### src/flash_overlay_pkg.sv
// constants, encodings and register map of the overlay space selector
package flash_overlay_pkg;

  // ----------------------------------------
  // link addressing
  // ----------------------------------------
  localparam int ADDR_W = 24;
  localparam int DATA_W = 16;
  localparam int SECT_LSB = 16;
  localparam int SECT_W = ADDR_W - SECT_LSB;
  localparam int BURST_WORDS = 32;
  localparam int BURST_LSB_W = 5;
  localparam int LATENCY_CODE = 12;
  localparam int PW_WORDS = 4;
  localparam int PW_IDX_W = 2;
  localparam int WBUF_CNT_W = 5;
  localparam logic [SECT_LSB-1:0] OFS_CMD = 16'h0555;
  localparam logic [ADDR_W-1:0] ADDR_EXIT = 24'h00_0000;
  localparam logic [ADDR_W-1:0] ADDR_CFG = 24'h00_0000;
  localparam logic [DATA_W-1:0] UNDEF_WORD = 16'h0000;

  // ----------------------------------------
  // command codes
  // ----------------------------------------
  localparam logic [DATA_W-1:0] CMD_ID_ENTRY = 16'h0098;
  localparam logic [DATA_W-1:0] CMD_EXIT = 16'h00F0;
  localparam logic [DATA_W-1:0] CMD_LEGACY_EXIT = 16'h0090;
  localparam logic [DATA_W-1:0] CMD_STATUS = 16'h0070;
  localparam logic [DATA_W-1:0] CMD_SECURE_ENTRY = 16'h0088;
  localparam logic [DATA_W-1:0] CMD_PROTCFG_ENTRY = 16'h0040;
  localparam logic [DATA_W-1:0] CMD_PASSWORD_ENTRY = 16'h0060;
  localparam logic [DATA_W-1:0] CMD_PROGRAM = 16'h00A0;
  localparam logic [DATA_W-1:0] CMD_WBUF = 16'h0025;
  localparam logic [DATA_W-1:0] CMD_UNLOCK = 16'h0029;

  // ----------------------------------------
  // apb register map
  // ----------------------------------------
  localparam int APB_AW = 12;
  localparam logic [APB_AW-1:0] OFS_CRC_LOW = 12'h000;
  localparam logic [APB_AW-1:0] OFS_CRC_HIGH = 12'h004;
  localparam logic [APB_AW-1:0] OFS_CTRL = 12'h008;
  localparam logic [APB_AW-1:0] OFS_STATUS = 12'h00C;
  localparam int CTRL_LINK_EN_BIT = 0;
  localparam int CTRL_LOCK_SET_BIT = 1;
  localparam logic [31:0] CTRL_RESET = 32'h0000_0001;
  localparam logic [31:0] CRC_RESET = 32'h0000_0000;
  localparam int ST_MODE_LSB = 0;
  localparam int ST_LOCK_BIT = 8;
  localparam int ST_SECT_LSB = 16;

  typedef enum logic [5:0] {
    MODE_ARRAY    = 6'h01,
    MODE_IDCFI    = 6'h02,
    MODE_STATUS   = 6'h04,
    MODE_SECURE   = 6'h08,
    MODE_PROTCFG  = 6'h10,
    MODE_PASSWORD = 6'h20
  } mode_e;

  typedef enum logic [5:0] {
    LNK_IDLE  = 6'h01,
    LNK_ADDR  = 6'h02,
    LNK_WDATA = 6'h04,
    LNK_LAT   = 6'h08,
    LNK_BURST = 6'h10,
    LNK_DONE  = 6'h20
  } link_e;

endpackage

### src/flash_overlay_space_select.sv
// address-space overlay selector with check-value register and apb access
// Contract
// - volatile register holds check-value over loaded start..end range
// - check-value split: low word bits 0-15, high word bits 16-31
// - identification entry overlays only the sector given with entry
// - identification entry is word write 0x0098 at offset 0x555
// - identification exit is word write 0x00F0 at address 0x000000
// - status command snapshots status and switches reads to status overlay
// - first read in status overlay restores the previous address map
// - status value only on first burst word, later beats undefined
// - secure entry overlays secure region onto the entry sector
// - overlaid sector reads beyond secure extent return undefined data
// - other sectors read array and do not end secure overlay
// - secure customer area programmable by word or write-buffer program
// - secure overlay exits by legacy exit or common exit
// - config overlay ignores sector, register at word 0, rest undefined
// - config register programmable by modified word program
// - password overlay ignores sector, password at words 0-3
// - password programmable; unlock command then four words matching the password clear global lock bit
// - config and password overlays exit by legacy or common exit
// - 64-byte wrapped burst gives 32 words wrapping, then no data
// - read strobe does not toggle in idle beats
// - software reset returns to array read, outputs untouched; the code decodes no software reset command
module flash_overlay_space_select
  import flash_overlay_pkg::*;
#(
  parameter int SEC_WORDS = 16,
  parameter logic [DATA_W-1:0] PROTCFG_RESET = 16'hFFFF,
  parameter logic [PW_WORDS*DATA_W-1:0] PASSWORD_RESET = 64'hFFFF_FFFF_FFFF_FFFF,
  // identification words: arbitrary values
  parameter logic [PW_WORDS*DATA_W-1:0] ID_WORDS = 64'h0003_0002_0001_0A5A
)(
  input wire logic REF_CLK,
  input wire logic RSTN,
  input wire logic PSEL,
  input wire logic PENABLE,
  input wire logic PWRITE,
  input wire logic [APB_AW-1:0] PADDR,
  input wire logic [31:0] PWDATA,
  output logic [31:0] PRDATA,
  output logic PREADY,
  output logic PSLVERR,
  input wire logic LINK_CK,
  input wire logic LINK_CS_N,
  input wire logic LINK_WE,
  input wire logic [ADDR_W-1:0] LINK_ADDR,
  input wire logic [DATA_W-1:0] LINK_DQ_I,
  output logic [DATA_W-1:0] LINK_DQ_O,
  output logic LINK_DQ_OE,
  output logic LINK_READ_WRITE_STROBE_O,
  output logic LINK_READ_WRITE_STROBE_OE,
  output logic [ADDR_W-1:0] ARR_ADDR,
  input wire logic [DATA_W-1:0] ARR_RDATA,
  input wire logic [DATA_W-1:0] STAT_IN,
  input wire logic [31:0] CRC_RESULT,
  input wire logic CRC_LOAD,
  output logic GLOBAL_LOCK
);

  localparam int SEC_IDX_W = $clog2(SEC_WORDS);
  localparam int SYNC_W = 3 + ADDR_W + DATA_W;

  // ----------------------------------------
  // link input synchronisers
  // ----------------------------------------
  logic [SYNC_W-1:0] sync1_reg, sync2_reg;
  logic ck_prev_reg;
  always_ff @(posedge REF_CLK or negedge RSTN) begin
    if (!RSTN) begin
      sync1_reg <= '1;
      sync2_reg <= '1;
      ck_prev_reg <= 1'b1;
    end else begin
      sync1_reg <= {LINK_CK, LINK_CS_N, LINK_WE, LINK_ADDR, LINK_DQ_I};
      sync2_reg <= sync1_reg;
      ck_prev_reg <= sync2_reg[SYNC_W-1];
    end
  end

  logic ck_s, cs_n_s, we_s, ck_rise;
  logic [ADDR_W-1:0] addr_s;
  logic [DATA_W-1:0] dq_s;
  assign {ck_s, cs_n_s, we_s, addr_s, dq_s} = sync2_reg;
  // link clock is slow, so data is long settled at its rising edge
  assign ck_rise = ck_s & ~ck_prev_reg;

  // ----------------------------------------
  // core state
  // ----------------------------------------
  link_e link_reg, link_next;
  mode_e mode_reg, mode_next, prev_mode_reg, prev_mode_next;
  logic [SECT_W-1:0] sect_reg, sect_next;
  logic [ADDR_W-1:0] cap_addr_reg, cap_addr_next, arr_addr_reg, arr_addr_next;
  logic [BURST_LSB_W-1:0] beat_reg, beat_next;
  logic [3:0] lat_reg, lat_next;
  logic stat_serve_reg, stat_serve_next;
  logic [DATA_W-1:0] snap_reg, snap_next, cfg_reg, cfg_next;
  logic [DATA_W-1:0] pw_reg [PW_WORDS];
  logic [DATA_W-1:0] pw_next [PW_WORDS];
  logic [DATA_W-1:0] sec_reg [SEC_WORDS];
  logic [DATA_W-1:0] sec_next [SEC_WORDS];
  logic prog_arm_reg, prog_arm_next, wbuf_cnt_reg, wbuf_cnt_next;
  logic [WBUF_CNT_W:0] wbuf_left_reg, wbuf_left_next;
  logic unlock_act_reg, unlock_act_next, unlock_ok_reg, unlock_ok_next;
  logic [PW_IDX_W-1:0] unlock_idx_reg, unlock_idx_next;
  logic lock_reg, lock_next;
  logic [DATA_W-1:0] dq_reg, dq_next;
  logic dq_oe_reg, dq_oe_next, read_write_strobe_reg, read_write_strobe_next, read_write_strobe_oe_reg, read_write_strobe_oe_next;
  logic [31:0] ctrl_reg, ctrl_next, crc_reg, crc_next, prdata_reg, prdata_next;
  logic pready_reg, pready_next, pslverr_reg, pslverr_next;

  logic do_write, cmd_write, read_start, beat_fire, apb_wr;
  logic [ADDR_W-1:0] burst_addr;
  logic [SECT_LSB-1:0] w_ofs, r_ofs;
  logic w_sect_hit, r_sect_hit;
  logic [DATA_W-1:0] rd_word;

  assign burst_addr = {cap_addr_reg[ADDR_W-1:BURST_LSB_W],
                       cap_addr_reg[BURST_LSB_W-1:0] + beat_reg};
  assign w_ofs = cap_addr_reg[SECT_LSB-1:0];
  assign w_sect_hit = (cap_addr_reg[ADDR_W-1:SECT_LSB] == sect_reg);
  assign r_ofs = burst_addr[SECT_LSB-1:0];
  assign r_sect_hit = (burst_addr[ADDR_W-1:SECT_LSB] == sect_reg);
  // write lands at the edge where the master sees pready
  assign apb_wr = PSEL & PENABLE & pready_reg & PWRITE & (PADDR == OFS_CTRL);

  // ----------------------------------------
  // read word selection
  // ----------------------------------------
  always_comb begin
    rd_word = ARR_RDATA;
    if (stat_serve_reg) begin
      rd_word = (beat_reg == '0) ? snap_reg : UNDEF_WORD;
    end else begin
      case (mode_reg)
        MODE_IDCFI: begin
          if (r_sect_hit) begin
            rd_word = ID_WORDS[r_ofs[PW_IDX_W-1:0]*DATA_W +: DATA_W];
          end
        end
        MODE_SECURE: begin
          if (r_sect_hit) begin
            rd_word = (r_ofs < SECT_LSB'(SEC_WORDS)) ? sec_reg[r_ofs[SEC_IDX_W-1:0]]
                                                      : UNDEF_WORD;
          end
        end
        MODE_PROTCFG: rd_word = (burst_addr == ADDR_CFG) ? cfg_reg : UNDEF_WORD;
        MODE_PASSWORD: begin
          rd_word = (burst_addr < ADDR_W'(PW_WORDS)) ? pw_reg[burst_addr[PW_IDX_W-1:0]]
                                                      : UNDEF_WORD;
        end
        default: rd_word = ARR_RDATA;
      endcase
    end
  end

  // ----------------------------------------
  // link sequencing and command decode
  // ----------------------------------------
  always_comb begin
    link_next = link_reg;
    mode_next = mode_reg;
    prev_mode_next = prev_mode_reg;
    sect_next = sect_reg;
    cap_addr_next = cap_addr_reg;
    arr_addr_next = arr_addr_reg;
    beat_next = beat_reg;
    lat_next = lat_reg;
    stat_serve_next = stat_serve_reg;
    snap_next = snap_reg;
    cfg_next = cfg_reg;
    pw_next = pw_reg;
    sec_next = sec_reg;
    prog_arm_next = prog_arm_reg;
    wbuf_cnt_next = wbuf_cnt_reg;
    wbuf_left_next = wbuf_left_reg;
    unlock_act_next = unlock_act_reg;
    unlock_ok_next = unlock_ok_reg;
    unlock_idx_next = unlock_idx_reg;
    lock_next = lock_reg;
    dq_next = dq_reg;
    dq_oe_next = dq_oe_reg;
    read_write_strobe_next = read_write_strobe_reg;
    read_write_strobe_oe_next = read_write_strobe_oe_reg;
    do_write = 1'b0;
    cmd_write = 1'b0;
    read_start = 1'b0;
    beat_fire = 1'b0;
    case (link_reg)
      LNK_IDLE: begin
        dq_oe_next = 1'b0;
        read_write_strobe_oe_next = 1'b0;
        stat_serve_next = 1'b0;
        if (!cs_n_s && ctrl_reg[CTRL_LINK_EN_BIT]) begin
          link_next = LNK_ADDR;
        end
      end
      LNK_ADDR: begin
        if (cs_n_s) begin
          link_next = LNK_IDLE;
        end else if (ck_rise) begin
          cap_addr_next = addr_s;
          if (we_s) begin
            link_next = LNK_WDATA;
          end else begin
            read_start = 1'b1;
            arr_addr_next = addr_s;
            beat_next = '0;
            lat_next = '0;
            dq_oe_next = 1'b1;
            read_write_strobe_oe_next = 1'b1;
            read_write_strobe_next = 1'b0;
            link_next = LNK_LAT;
            if (mode_reg == MODE_STATUS) begin
              stat_serve_next = 1'b1;
              mode_next = prev_mode_reg;
            end
          end
        end
      end
      LNK_WDATA: begin
        if (cs_n_s) begin
          link_next = LNK_IDLE;
        end else if (ck_rise) begin
          do_write = 1'b1;
          link_next = LNK_DONE;
        end
      end
      LNK_LAT: begin
        if (cs_n_s) begin
          link_next = LNK_IDLE;
        end else if (ck_rise) begin
          lat_next = lat_reg + 4'h1;
          if (lat_reg == 4'(LATENCY_CODE - 1)) begin
            link_next = LNK_BURST;
          end
        end
      end
      LNK_BURST: begin
        if (cs_n_s) begin
          link_next = LNK_IDLE;
        end else if (ck_rise) begin
          beat_fire = 1'b1;
          dq_next = rd_word;
          read_write_strobe_next = ~read_write_strobe_reg;
          beat_next = beat_reg + 1'b1;
          arr_addr_next = {cap_addr_reg[ADDR_W-1:BURST_LSB_W],
                           cap_addr_reg[BURST_LSB_W-1:0] + beat_reg + 1'b1};
          if (beat_reg == BURST_LSB_W'(BURST_WORDS - 1)) begin
            link_next = LNK_DONE;
          end
        end
      end
      LNK_DONE: begin
        dq_next = UNDEF_WORD;
        if (cs_n_s) begin
          link_next = LNK_IDLE;
        end
      end
      default: link_next = LNK_IDLE;
    endcase

    if (do_write) begin
      if (unlock_act_reg) begin
        unlock_ok_next = unlock_ok_reg & (dq_s == pw_reg[unlock_idx_reg]);
        unlock_idx_next = unlock_idx_reg + 1'b1;
        if (unlock_idx_reg == PW_IDX_W'(PW_WORDS - 1)) begin
          unlock_act_next = 1'b0;
          if (unlock_ok_next) begin
            lock_next = 1'b0;
          end
        end
      end else if (wbuf_cnt_reg) begin
        wbuf_cnt_next = 1'b0;
        wbuf_left_next = {1'b0, dq_s[WBUF_CNT_W-1:0]} + 1'b1;
      end else if (prog_arm_reg || wbuf_left_reg != '0) begin
        prog_arm_next = 1'b0;
        if (wbuf_left_reg != '0) begin
          wbuf_left_next = wbuf_left_reg - 1'b1;
        end
        if (mode_reg == MODE_SECURE && w_sect_hit && w_ofs < SECT_LSB'(SEC_WORDS)) begin
          sec_next[w_ofs[SEC_IDX_W-1:0]] = sec_reg[w_ofs[SEC_IDX_W-1:0]] & dq_s;
        end
        if (mode_reg == MODE_PROTCFG && cap_addr_reg == ADDR_CFG) begin
          cfg_next = cfg_reg & dq_s;
        end
        if (mode_reg == MODE_PASSWORD && cap_addr_reg < ADDR_W'(PW_WORDS)) begin
          pw_next[cap_addr_reg[PW_IDX_W-1:0]] = pw_reg[cap_addr_reg[PW_IDX_W-1:0]] & dq_s;
        end
      end else begin
        cmd_write = 1'b1;
        if (cap_addr_reg == ADDR_EXIT && dq_s == CMD_EXIT) begin
          mode_next = MODE_ARRAY;
        end else if (dq_s == CMD_LEGACY_EXIT && (mode_reg == MODE_SECURE ||
                     mode_reg == MODE_PROTCFG || mode_reg == MODE_PASSWORD)) begin
          mode_next = MODE_ARRAY;
        end else if (dq_s == CMD_STATUS) begin
          snap_next = STAT_IN;
          if (mode_reg != MODE_STATUS) begin
            prev_mode_next = mode_reg;
          end
          mode_next = MODE_STATUS;
        end else if (dq_s == CMD_PROGRAM) begin
          prog_arm_next = 1'b1;
        end else if (dq_s == CMD_WBUF && mode_reg == MODE_SECURE) begin
          wbuf_cnt_next = 1'b1;
        end else if (dq_s == CMD_UNLOCK && mode_reg == MODE_PASSWORD) begin
          unlock_act_next = 1'b1;
          unlock_ok_next = 1'b1;
          unlock_idx_next = '0;
        end else if (mode_reg == MODE_ARRAY && w_ofs == OFS_CMD) begin
          if (dq_s == CMD_ID_ENTRY) begin
            mode_next = MODE_IDCFI;
            sect_next = cap_addr_reg[ADDR_W-1:SECT_LSB];
          end else if (dq_s == CMD_SECURE_ENTRY) begin
            mode_next = MODE_SECURE;
            sect_next = cap_addr_reg[ADDR_W-1:SECT_LSB];
          end else if (dq_s == CMD_PROTCFG_ENTRY) begin
            mode_next = MODE_PROTCFG;
          end else if (dq_s == CMD_PASSWORD_ENTRY) begin
            mode_next = MODE_PASSWORD;
          end
        end
      end
    end
    // lock set by software wins over a same-cycle unlock
    if (apb_wr && PWDATA[CTRL_LOCK_SET_BIT]) begin
      lock_next = 1'b1;
    end
  end

  // ----------------------------------------
  // apb slave
  // ----------------------------------------
  always_comb begin
    pready_next = PSEL & PENABLE & ~pready_reg;
    prdata_next = 32'h0000_0000;
    pslverr_next = 1'b0;
    ctrl_next = ctrl_reg;
    crc_next = CRC_LOAD ? CRC_RESULT : crc_reg;
    if (apb_wr) begin
      ctrl_next = {31'h0000_0000, PWDATA[CTRL_LINK_EN_BIT]};
    end
    if (pready_next) begin
      case (PADDR)
        OFS_CRC_LOW: prdata_next = {16'h0000, crc_reg[15:0]};
        OFS_CRC_HIGH: prdata_next = {16'h0000, crc_reg[31:16]};
        OFS_CTRL: prdata_next = ctrl_reg;
        OFS_STATUS: begin
          prdata_next[ST_MODE_LSB +: 6] = mode_reg;
          prdata_next[ST_LOCK_BIT] = lock_reg;
          prdata_next[ST_SECT_LSB +: SECT_W] = sect_reg;
        end
        default: pslverr_next = 1'b1;
      endcase
      if (PWRITE) begin
        prdata_next = 32'h0000_0000;
        pslverr_next = (PADDR != OFS_CTRL);
      end
    end
  end

  always_ff @(posedge REF_CLK or negedge RSTN) begin
    if (!RSTN) begin
      link_reg <= LNK_IDLE;
      mode_reg <= MODE_ARRAY;
      prev_mode_reg <= MODE_ARRAY;
      sect_reg <= '0;
      cap_addr_reg <= '0;
      arr_addr_reg <= '0;
      beat_reg <= '0;
      lat_reg <= '0;
      stat_serve_reg <= 1'b0;
      snap_reg <= '0;
      cfg_reg <= PROTCFG_RESET;
      for (int i = 0; i < PW_WORDS; i++) begin
        pw_reg[i] <= PASSWORD_RESET[i*DATA_W +: DATA_W];
      end
      for (int i = 0; i < SEC_WORDS; i++) begin
        sec_reg[i] <= '1;
      end
      prog_arm_reg <= 1'b0;
      wbuf_cnt_reg <= 1'b0;
      wbuf_left_reg <= '0;
      unlock_act_reg <= 1'b0;
      unlock_ok_reg <= 1'b0;
      unlock_idx_reg <= '0;
      lock_reg <= 1'b1;
      dq_reg <= '0;
      dq_oe_reg <= 1'b0;
      read_write_strobe_reg <= 1'b0;
      read_write_strobe_oe_reg <= 1'b0;
      ctrl_reg <= CTRL_RESET;
      crc_reg <= CRC_RESET;
      prdata_reg <= '0;
      pready_reg <= 1'b0;
      pslverr_reg <= 1'b0;
    end else begin
      link_reg <= link_next;
      mode_reg <= mode_next;
      prev_mode_reg <= prev_mode_next;
      sect_reg <= sect_next;
      cap_addr_reg <= cap_addr_next;
      arr_addr_reg <= arr_addr_next;
      beat_reg <= beat_next;
      lat_reg <= lat_next;
      stat_serve_reg <= stat_serve_next;
      snap_reg <= snap_next;
      cfg_reg <= cfg_next;
      pw_reg <= pw_next;
      sec_reg <= sec_next;
      prog_arm_reg <= prog_arm_next;
      wbuf_cnt_reg <= wbuf_cnt_next;
      wbuf_left_reg <= wbuf_left_next;
      unlock_act_reg <= unlock_act_next;
      unlock_ok_reg <= unlock_ok_next;
      unlock_idx_reg <= unlock_idx_next;
      lock_reg <= lock_next;
      dq_reg <= dq_next;
      dq_oe_reg <= dq_oe_next;
      read_write_strobe_reg <= read_write_strobe_next;
      read_write_strobe_oe_reg <= read_write_strobe_oe_next;
      ctrl_reg <= ctrl_next;
      crc_reg <= crc_next;
      prdata_reg <= prdata_next;
      pready_reg <= pready_next;
      pslverr_reg <= pslverr_next;
    end
  end

  assign PRDATA = prdata_reg;
  assign PREADY = pready_reg;
  assign PSLVERR = pslverr_reg;
  assign LINK_DQ_O = dq_reg;
  assign LINK_DQ_OE = dq_oe_reg;
  assign LINK_READ_WRITE_STROBE_O = read_write_strobe_reg;
  assign LINK_READ_WRITE_STROBE_OE = read_write_strobe_oe_reg;
  assign ARR_ADDR = arr_addr_reg;
  assign GLOBAL_LOCK = lock_reg;

  // read data was formed one edge before pready shows
  logic [15:0] crc_high;
  assign crc_high = crc_reg[31:16];
endmodule

### config.mk
export PLATFORM = sky130hd
export DESIGN_NAME = flash_overlay_space_select
export DESIGN_NICKNAME = d
export VERILOG_FILES = /design/src/flash_overlay_pkg.sv /design/src/flash_overlay_space_select.sv
export SDC_FILE = /design/constraint.sdc
export NUM_CORES = 1
export LEC_CHECK = 0
export ABC_AREA = 1
export BUFFER_PORTS_ARGS = -buffer_cell sky130_fd_sc_hd__buf_4
export CAP_MARGIN = 25
export CORE_MARGIN = 4
export CORE_UTILIZATION = 30
export CTS_CLUSTER_SIZE = 30
export DETAILED_ROUTE_END_ITERATION = 10
export SYNTH_ARGS = -nofsm -noshare
export SYNTH_HDL_FRONTEND = slang
export SYNTH_SLANG_ARGS = --single-unit
### constraint.sdc
create_clock -name REF_CLK -period 8.1 [get_ports REF_CLK]
set_clock_uncertainty 0.2 [all_clocks]
set_input_delay 0.405 -clock REF_CLK [delete_from_list [all_inputs] [get_ports REF_CLK]]
set_output_delay 0.405 -clock REF_CLK [all_outputs]
set_load 0.05 [all_outputs]
==> out/qor.csv, run 1 <==
metric,value,unit
vdd_ir_drop_max,0.207,mV
powerDensity,263,nW/um2
worstMarginPinSlew,1.09,ns
holdPathStages,7,
vias,27900,
clock-root-buffer,clkbuf_16,
rr_worst_depth,17,
fp.dieArea,111000,um2
synthCells,3939,
drc,0,
dr_wl_met3,7220,um
fin_nets,4298,
avgSynthCellArea,8.03,um2
first_pass_iters,6,
hp-start,ARR_RDATA[14],
grt_max_degree,198,
area_growth,18.4,%
yosys_most_used_dff,dfstp_2,
path_max_fanout,64,
dpl.cell_count,5321,
antenna_found_initial,1,
slew_headroom,27.4,%
setup_tns,0,ns
die_w,333,um
dp_slack,3.53,ns
routed-wl-met2,48800,um
grt_pass1_vias,27100,
wirelength,105000,um
rsz0062_at_grt,no,
cts_tree,yes,
clk_latency,0.64,ns
multi_input_area,12700,um2
status,"complete, no violations",
fin_crit_sh,58.1,%
overflow,0,
grt_first_pass_wirelength,162000,um
drv_cap,0,
cp_data_required_time,8.45,ns
fill_cells,10700,
routedWlPerCell,19.0,um
pin_count,235,
r2r-start,cap_addr_reg[1],
post_drt_via_cell_ratio,5.02,
dieHeight,333,um
top_layer_used,met4,
wl_met1,44500,um
cts.path.max_buffers,3,
rows,118,
synth_edf_count,0,
gp_congestion,0.896,
cts_resized,0,
crit_arrival,5.05,ns
fin_hold_ws,0.0538,ns
p_leak,14.8,nW
drt_first_iter_violations,2652,
hold_viol_final,0,
critical_path.startpoint,cap_addr_reg[1],
fin_crit,4.70,ns
numPortBuffers,196,
ff2ff_setup_slack,3.40,ns
detail-route-antenna-nets,0,
ys_seq_area_share,50.2,%
seq_area,15900,um2
drive_gt1_share,21.0,%
htree_levels,3,
cp-start-kind,register,
grt.total_usage,18.6,%
max_freq,0.213,GHz
crit_type,register to register,
clock-sinks,613,
hp-class,primary input to register,
largest_register_ffs,256,
path_clk_slew,0.07,ns
stdcell_count,5562,
setup_viol,0,
end_kind,register,
ys_types,49,
cts-buffers-inserted,73,
drv_slew,0,
fin_area,37400,um2
synthesis.area,31600,um2
core,104000,um2
async_flop_share,100,%
fin_ws,3.40,ns
placed_area,34000,um2
cts_setup_buffers,0,
start_util,30.4,%
dp_hpwl,65800,um
yosys_warnings,0,
ys_ff_latch,613,
-- cells by family (layout without fill, tap and decap cells) --
| logic type | after synthesis | in the layout | synth area share (%) |
|---|---|---|---|
| AOI/OAI and AO/OA | 1071 | 1071 | 18.6 |
| muxes | 17 | 17 | 0.605 |
| adders and majority gates | 17 | 17 | 0.696 |
| buffers and inverters | 731 | 966 | 9.83 |
| xor gates and xnor gates | 18 | 18 | 0.522 |
| DFF | 613 | 613 | 50.2 |
| and+or+nand+nor | 1471 | 1471 | 19.6 |
| other | 1 | 9 | 0.0119 |
-- final cells by class --
| cell class | count | area share [%] |
|---|---|---|
| multi-input combinational | 2602 | 34.0 |
| timing repair buffer | 339 | 7.83 |
| sequential | 613 | 42.4 |
| tap | 1380 | 4.61 |
| antenna | 1 | 0.00668 |
| clock inverter | 25 | 0.765 |
| clock buffer | 107 | 5.41 |
| inverter | 495 | 4.96 |
-- worst max-delay path: stages (launching register included) --
cell and delay (ns):
dfrtp_1 0.55, inv_1 0.18, fa_4 0.92, clkinv_2 0.16, buf_4 0.36, buf_4 0.80
a21oi_1 0.07, o21ai_0 0.11, nand2_1 0.08, nand2_1 0.06, nand2_1 0.09, nand2_1 0.07
nand4_1 0.28, nand3_1 0.20, nand2_1 0.17, nand2_1 0.12, nand2_1 0.06, nand2_1 0.06
-- stage by stage --
step                total power [mW]  util [%]
floorplan                       5.38         -
global placement                6.53      32.6
detailed placement              6.55      32.7
CTS                             9.86      35.9
global route                    10.3      36.0
finish                          9.85      36.0
-- timing repair --
action / in CTS / in global routing
endpoints found under the setup margin: 0 / 0
hold buffers: 106 / 0
endpoints found under the hold margin: 101 / 0
-- metal layers --
layer	track usage, %	vias up
li1	-	13200
met1	24.5	13400
met2	30.2	988
met3	2.92	246
met4	8.19	0
met5	0	-
-- worst paths after layout --
check                                end
max in group asynchronous   ARR_ADDR[16]
min reg2reg                sync2_reg[36]
max                        LINK_DQ_O[10]
max reg2reg                LINK_DQ_O[10]
min                        LINK_DQ_O[14]
min in group asynchronous  sync1_reg[11]
-- cells in the mapped netlist (all sizes together), types with 17 or more instances --
library cell / number / area (um2)
a21oi: 248 / 1260
buf: 144 / 903
clkbuf: 92 / 348
dfrtp: 185 / 4630
dfstp: 428 / 11200
inv: 489 / 1840
mux2: 17 / 191
nand2: 1011 / 3840
nand3: 156 / 796
nand4: 50 / 319
nor2: 223 / 1030
nor3: 20 / 100
o21ai: 599 / 3000
o22ai: 174 / 1090
-- power breakdown --
| group | leakage [nW] | internal [mW] | switching, mW |
|---|---|---|---|
| clock | 1.13 | 1.88 | 1.37 |
| sequential | 6.75 | 3.29 | 0.157 |
| combinational | 6.88 | 0.794 | 2.37 |
-- layout by cell type (no fill, tap or decap), types with 8 or more instances in the layout --
cell | netlist | final
clkinv_2 | 0 | 13
nor2_2 | 15 | 17
nor2_1 | 189 | 184
xor2_1 | 10 | 10
conb_1 | 1 | 8
inv_1 | 478 | 478
inv_2 | 11 | 10
a41oi_2 | 16 | 16
dfstp_2 | 428 | 428
dlygate4sd3_1 | 0 | 106
o22ai_1 | 174 | 174
nor3_1 | 20 | 20
mux2_2 | 17 | 17
o21ai_0 | 539 | 539
a21oi_1 | 243 | 243
nor2_4 | 18 | 21
nand3_1 | 153 | 153
clkbuf_1 | 90 | 27
dfrtp_1 | 185 | 185
ha_1 | 16 | 15
nand4_1 | 49 | 49
o21ai_1 | 60 | 60
a21boi_0 | 16 | 16
clkbuf_16 | 0 | 73
buf_4 | 44 | 224
nand2_1 | 1000 | 997
(Power assumes the default switching activity.)
==> inputs of run 2 (changes only) <==
clock period = 4.6 ns   (was 8.1 ns; I/O delays follow)
==> run 2 against run 1 <==
  * Combinational power is 84% higher
  * Cell count grew 1.8%
  * Sequential power rose by 76%
  * Clock-buffer cell count shrank 8
  * Register-to-register slack lost 2.7 ns
  * Worst hold slack got worse by 0.0059 ns
  * Maximum frequency is 21% higher
  * Critical path type unchanged
  * Largest power group unchanged
  * Wire length is 2.0% higher
  * Sequential share of layout area down 1.3 points
  * First-iteration DRC count shrank 0.53%
  * Via count rose by 2.1%
  * Design area is 3.1% higher
==> out/qor.csv, run 2 (synthesis results as in run 1) <==
metric,value,unit
p_switching,6.92,mW
cts_tree,yes,
antenna_found_initial,1,
cts-buffers-inserted,72,
first_pass_iters,6,
worstMarginPinSlew,1.05,ns
grt_max_degree,129,
path_clk_slew,0.06,ns
end_kind,register,
gp_congestion,0.895,
fp.dieArea,111000,um2
pwr-share-seq,34.3,%
fin_crit,3.88,ns
p_leak,15.3,nW
path_max_fanout,45,
vdd_ir_drop_max,0.416,mV
drv_slew,0,
ff2ff_setup_slack,0.72,ns
numPortBuffers,196,
critPathMaxStageDelay,0.78,ns
routedWlPerCell,19.0,um
fill_cells,10600,
cp_slowest_cell,fa_4,
vias,28500,
fin_crit_sh,84.4,%
drc,0,
multi_input_area,12700,um2
r2r-start,cap_addr_reg[0],
pin_count,235,
p_sw_share,39.1,%
rows,118,
die_w,333,um
crit_buf_inv,3,
grt_pass1_vias,27200,
grt_first_pass_wirelength,165000,um
cp_data_required_time,4.92,ns
power_frac_clock,32.8,%
drt_first_iter_violations,2638,
rr_worst_depth,19,
r2r-end,LINK_DQ_O[11],
crit_arrival,4.20,ns
crit_top_cell,nand2_1,
seq_area,15900,um2
drive_gt1_share,21.5,%
cts_setup_buffers,0,
wirelength,108000,um
hp-start,ARR_RDATA[5],
hold_viol_final,0,
path_cells,ha_4 -> inv_1 -> fa_4 -> clkinv_2 -> buf_12 -> a21oi_1 -> o21ai_0 -> nand2_1 -> nand2_1 -> nand2_1 -> nand2_1 -> nand3_1 -> nand2_1 -> nand2_1 -> nand2_1 -> nand2_1 -> nand2_1 -> nand2_1 -> nand2_1,
largest_register_ffs,256,
max_freq,0.258,GHz
slew_headroom,30.1,%
critPathTopFamily,simple AND/OR/NAND/NOR gates,
clock-sinks,613,
powerDensity,459,nW/um2
post_drt_via_cell_ratio,5.03,
dp_hpwl,67800,um
pwr-share-comb,32.9,%
internal_power,10.8,mW
rsz0062_at_grt,no,
most-common-layout-cells,"nand2_1, o21ai_0, inv_1",
htree_levels,3,
drv_cap,0,
cts.path.max_buffers,3,
crit_type,register to register,
status,"complete, no violations",
core,104000,um2
hp-class,primary input to register,
setup_tns,0,ns
stdcell_count,5664,
clk_latency,0.63,ns
overflow,0,
final_common_cell,nand2_1,
dpl.cell_count,5357,
start_util,30.4,%
holdPathStages,6,
grt.total_usage,18.8,%
area_growth,22.1,%
dieHeight,333,um
hold-path-endpoint,LINK_DQ_O[5],
clock-root-buffer,clkbuf_16,
fin_nets,4405,
detail-route-antenna-nets,0,
crit_cells,19,
cp-start-kind,register,
setup_viol,0,
-- run 2: cell types whose count changed in the layout (fill, tap and decap cells not counted), sizes merged --
cell | previous run | this run
dlygate4sd3 | 106 | 179
clkinv | 21 | 20
inv | 494 | 493
buf | 233 | 268
clkbuf | 107 | 99
bufinv | 4 | 5
clkinvlp | 1 | 4
-- run 2: power by group through the flow --
stage	Combinational [mW]	Clock (mW)	Sequential [mW]
finish	5.83	5.80	6.07
global route	6.20	6.11	6.11
CTS	5.72	5.91	6.07
detailed placement	5.57	0	6.15
global placement	5.53	0	6.14
floorplan	2.87	0	6.61
-- run 2: how the worst max path moves through the flow --
| stage | from | to | slack (ns) |
|---|---|---|---|
| after floorplan | cap_addr_reg[0] | ARR_ADDR[4] | 1.79 |
| after global placement | cap_addr_reg[1] | LINK_DQ_O[11] | 0.77 |
| after detailed placement | cap_addr_reg[0] | LINK_DQ_O[11] | 0.78 |
| after CTS | cap_addr_reg[0] | LINK_DQ_O[11] | 0.76 |
| after global routing | cap_addr_reg[0] | LINK_DQ_O[11] | 0.50 |
| final | cap_addr_reg[0] | LINK_DQ_O[11] | 0.72 |
-- run 2: layout make-up --
class,instances,area share [%]
Clock inverter,27,0.849
Timing Repair Buffer,447,10.5
Sequential cell,613,41.1
Inverter,495,4.82
Clock buffer,99,5.30
Tap cell,1380,4.47
Antenna cell,1,0.00648
Multi-Input combinational cell,2602,33.0
-- run 2: layer usage --
| metal | vias up | track usage (%) | part of all wire, % |
|---|---|---|---|
| li1 | 13500 | - | - |
| met1 | 13700 | 25.9 | 43 |
| met2 | 1097 | 30.3 | 47 |
| met3 | 219 | 2.15 | 6.5 |
| met4 | 0 | 7.54 | 4.0 |
| met5 | - | 0 | 0 |
-- run 2: worst reg2reg max path, stage by stage, from the launching register on --
cell and delay [ns]:
dfrtp_1 0.59, ha_4 0.20, inv_1 0.05, fa_4 0.78
clkinv_2 0.27, buf_12 0.33, a21oi_1 0.15, o21ai_0 0.09
nand2_1 0.10, nand2_1 0.06, nand2_1 0.08, nand2_1 0.05
nand3_1 0.24, nand2_1 0.09, nand2_1 0.07, nand2_1 0.05
nand2_1 0.13, nand2_1 0.13, nand2_1 0.09, nand2_1 0.04
-- run 2: what timing repair did --
action | in CTS | in global routing
endpoints found under the setup margin | 0 | 0
endpoints found under the hold margin | 190 | 0
hold buffers | 179 | 0
gates resized for setup | 0 | 0
-- run 2: through the flow --
stage                     hold slack (ns)  setup slack [ns]  utilization [%]  area, um2  power [mW]
final                              0.0480             0.719             37.1      38600        17.7
after global routing               0.0411             0.504             37.1      38600        18.4
after CTS                         0.00832             0.763             37.1      38600        17.7
after detailed placement            0.139             0.779             33.1      34400        11.7
after global placement              0.138             0.767             33.0      34300        11.7
after floorplan                    -0.266              1.79                -      31600        9.48
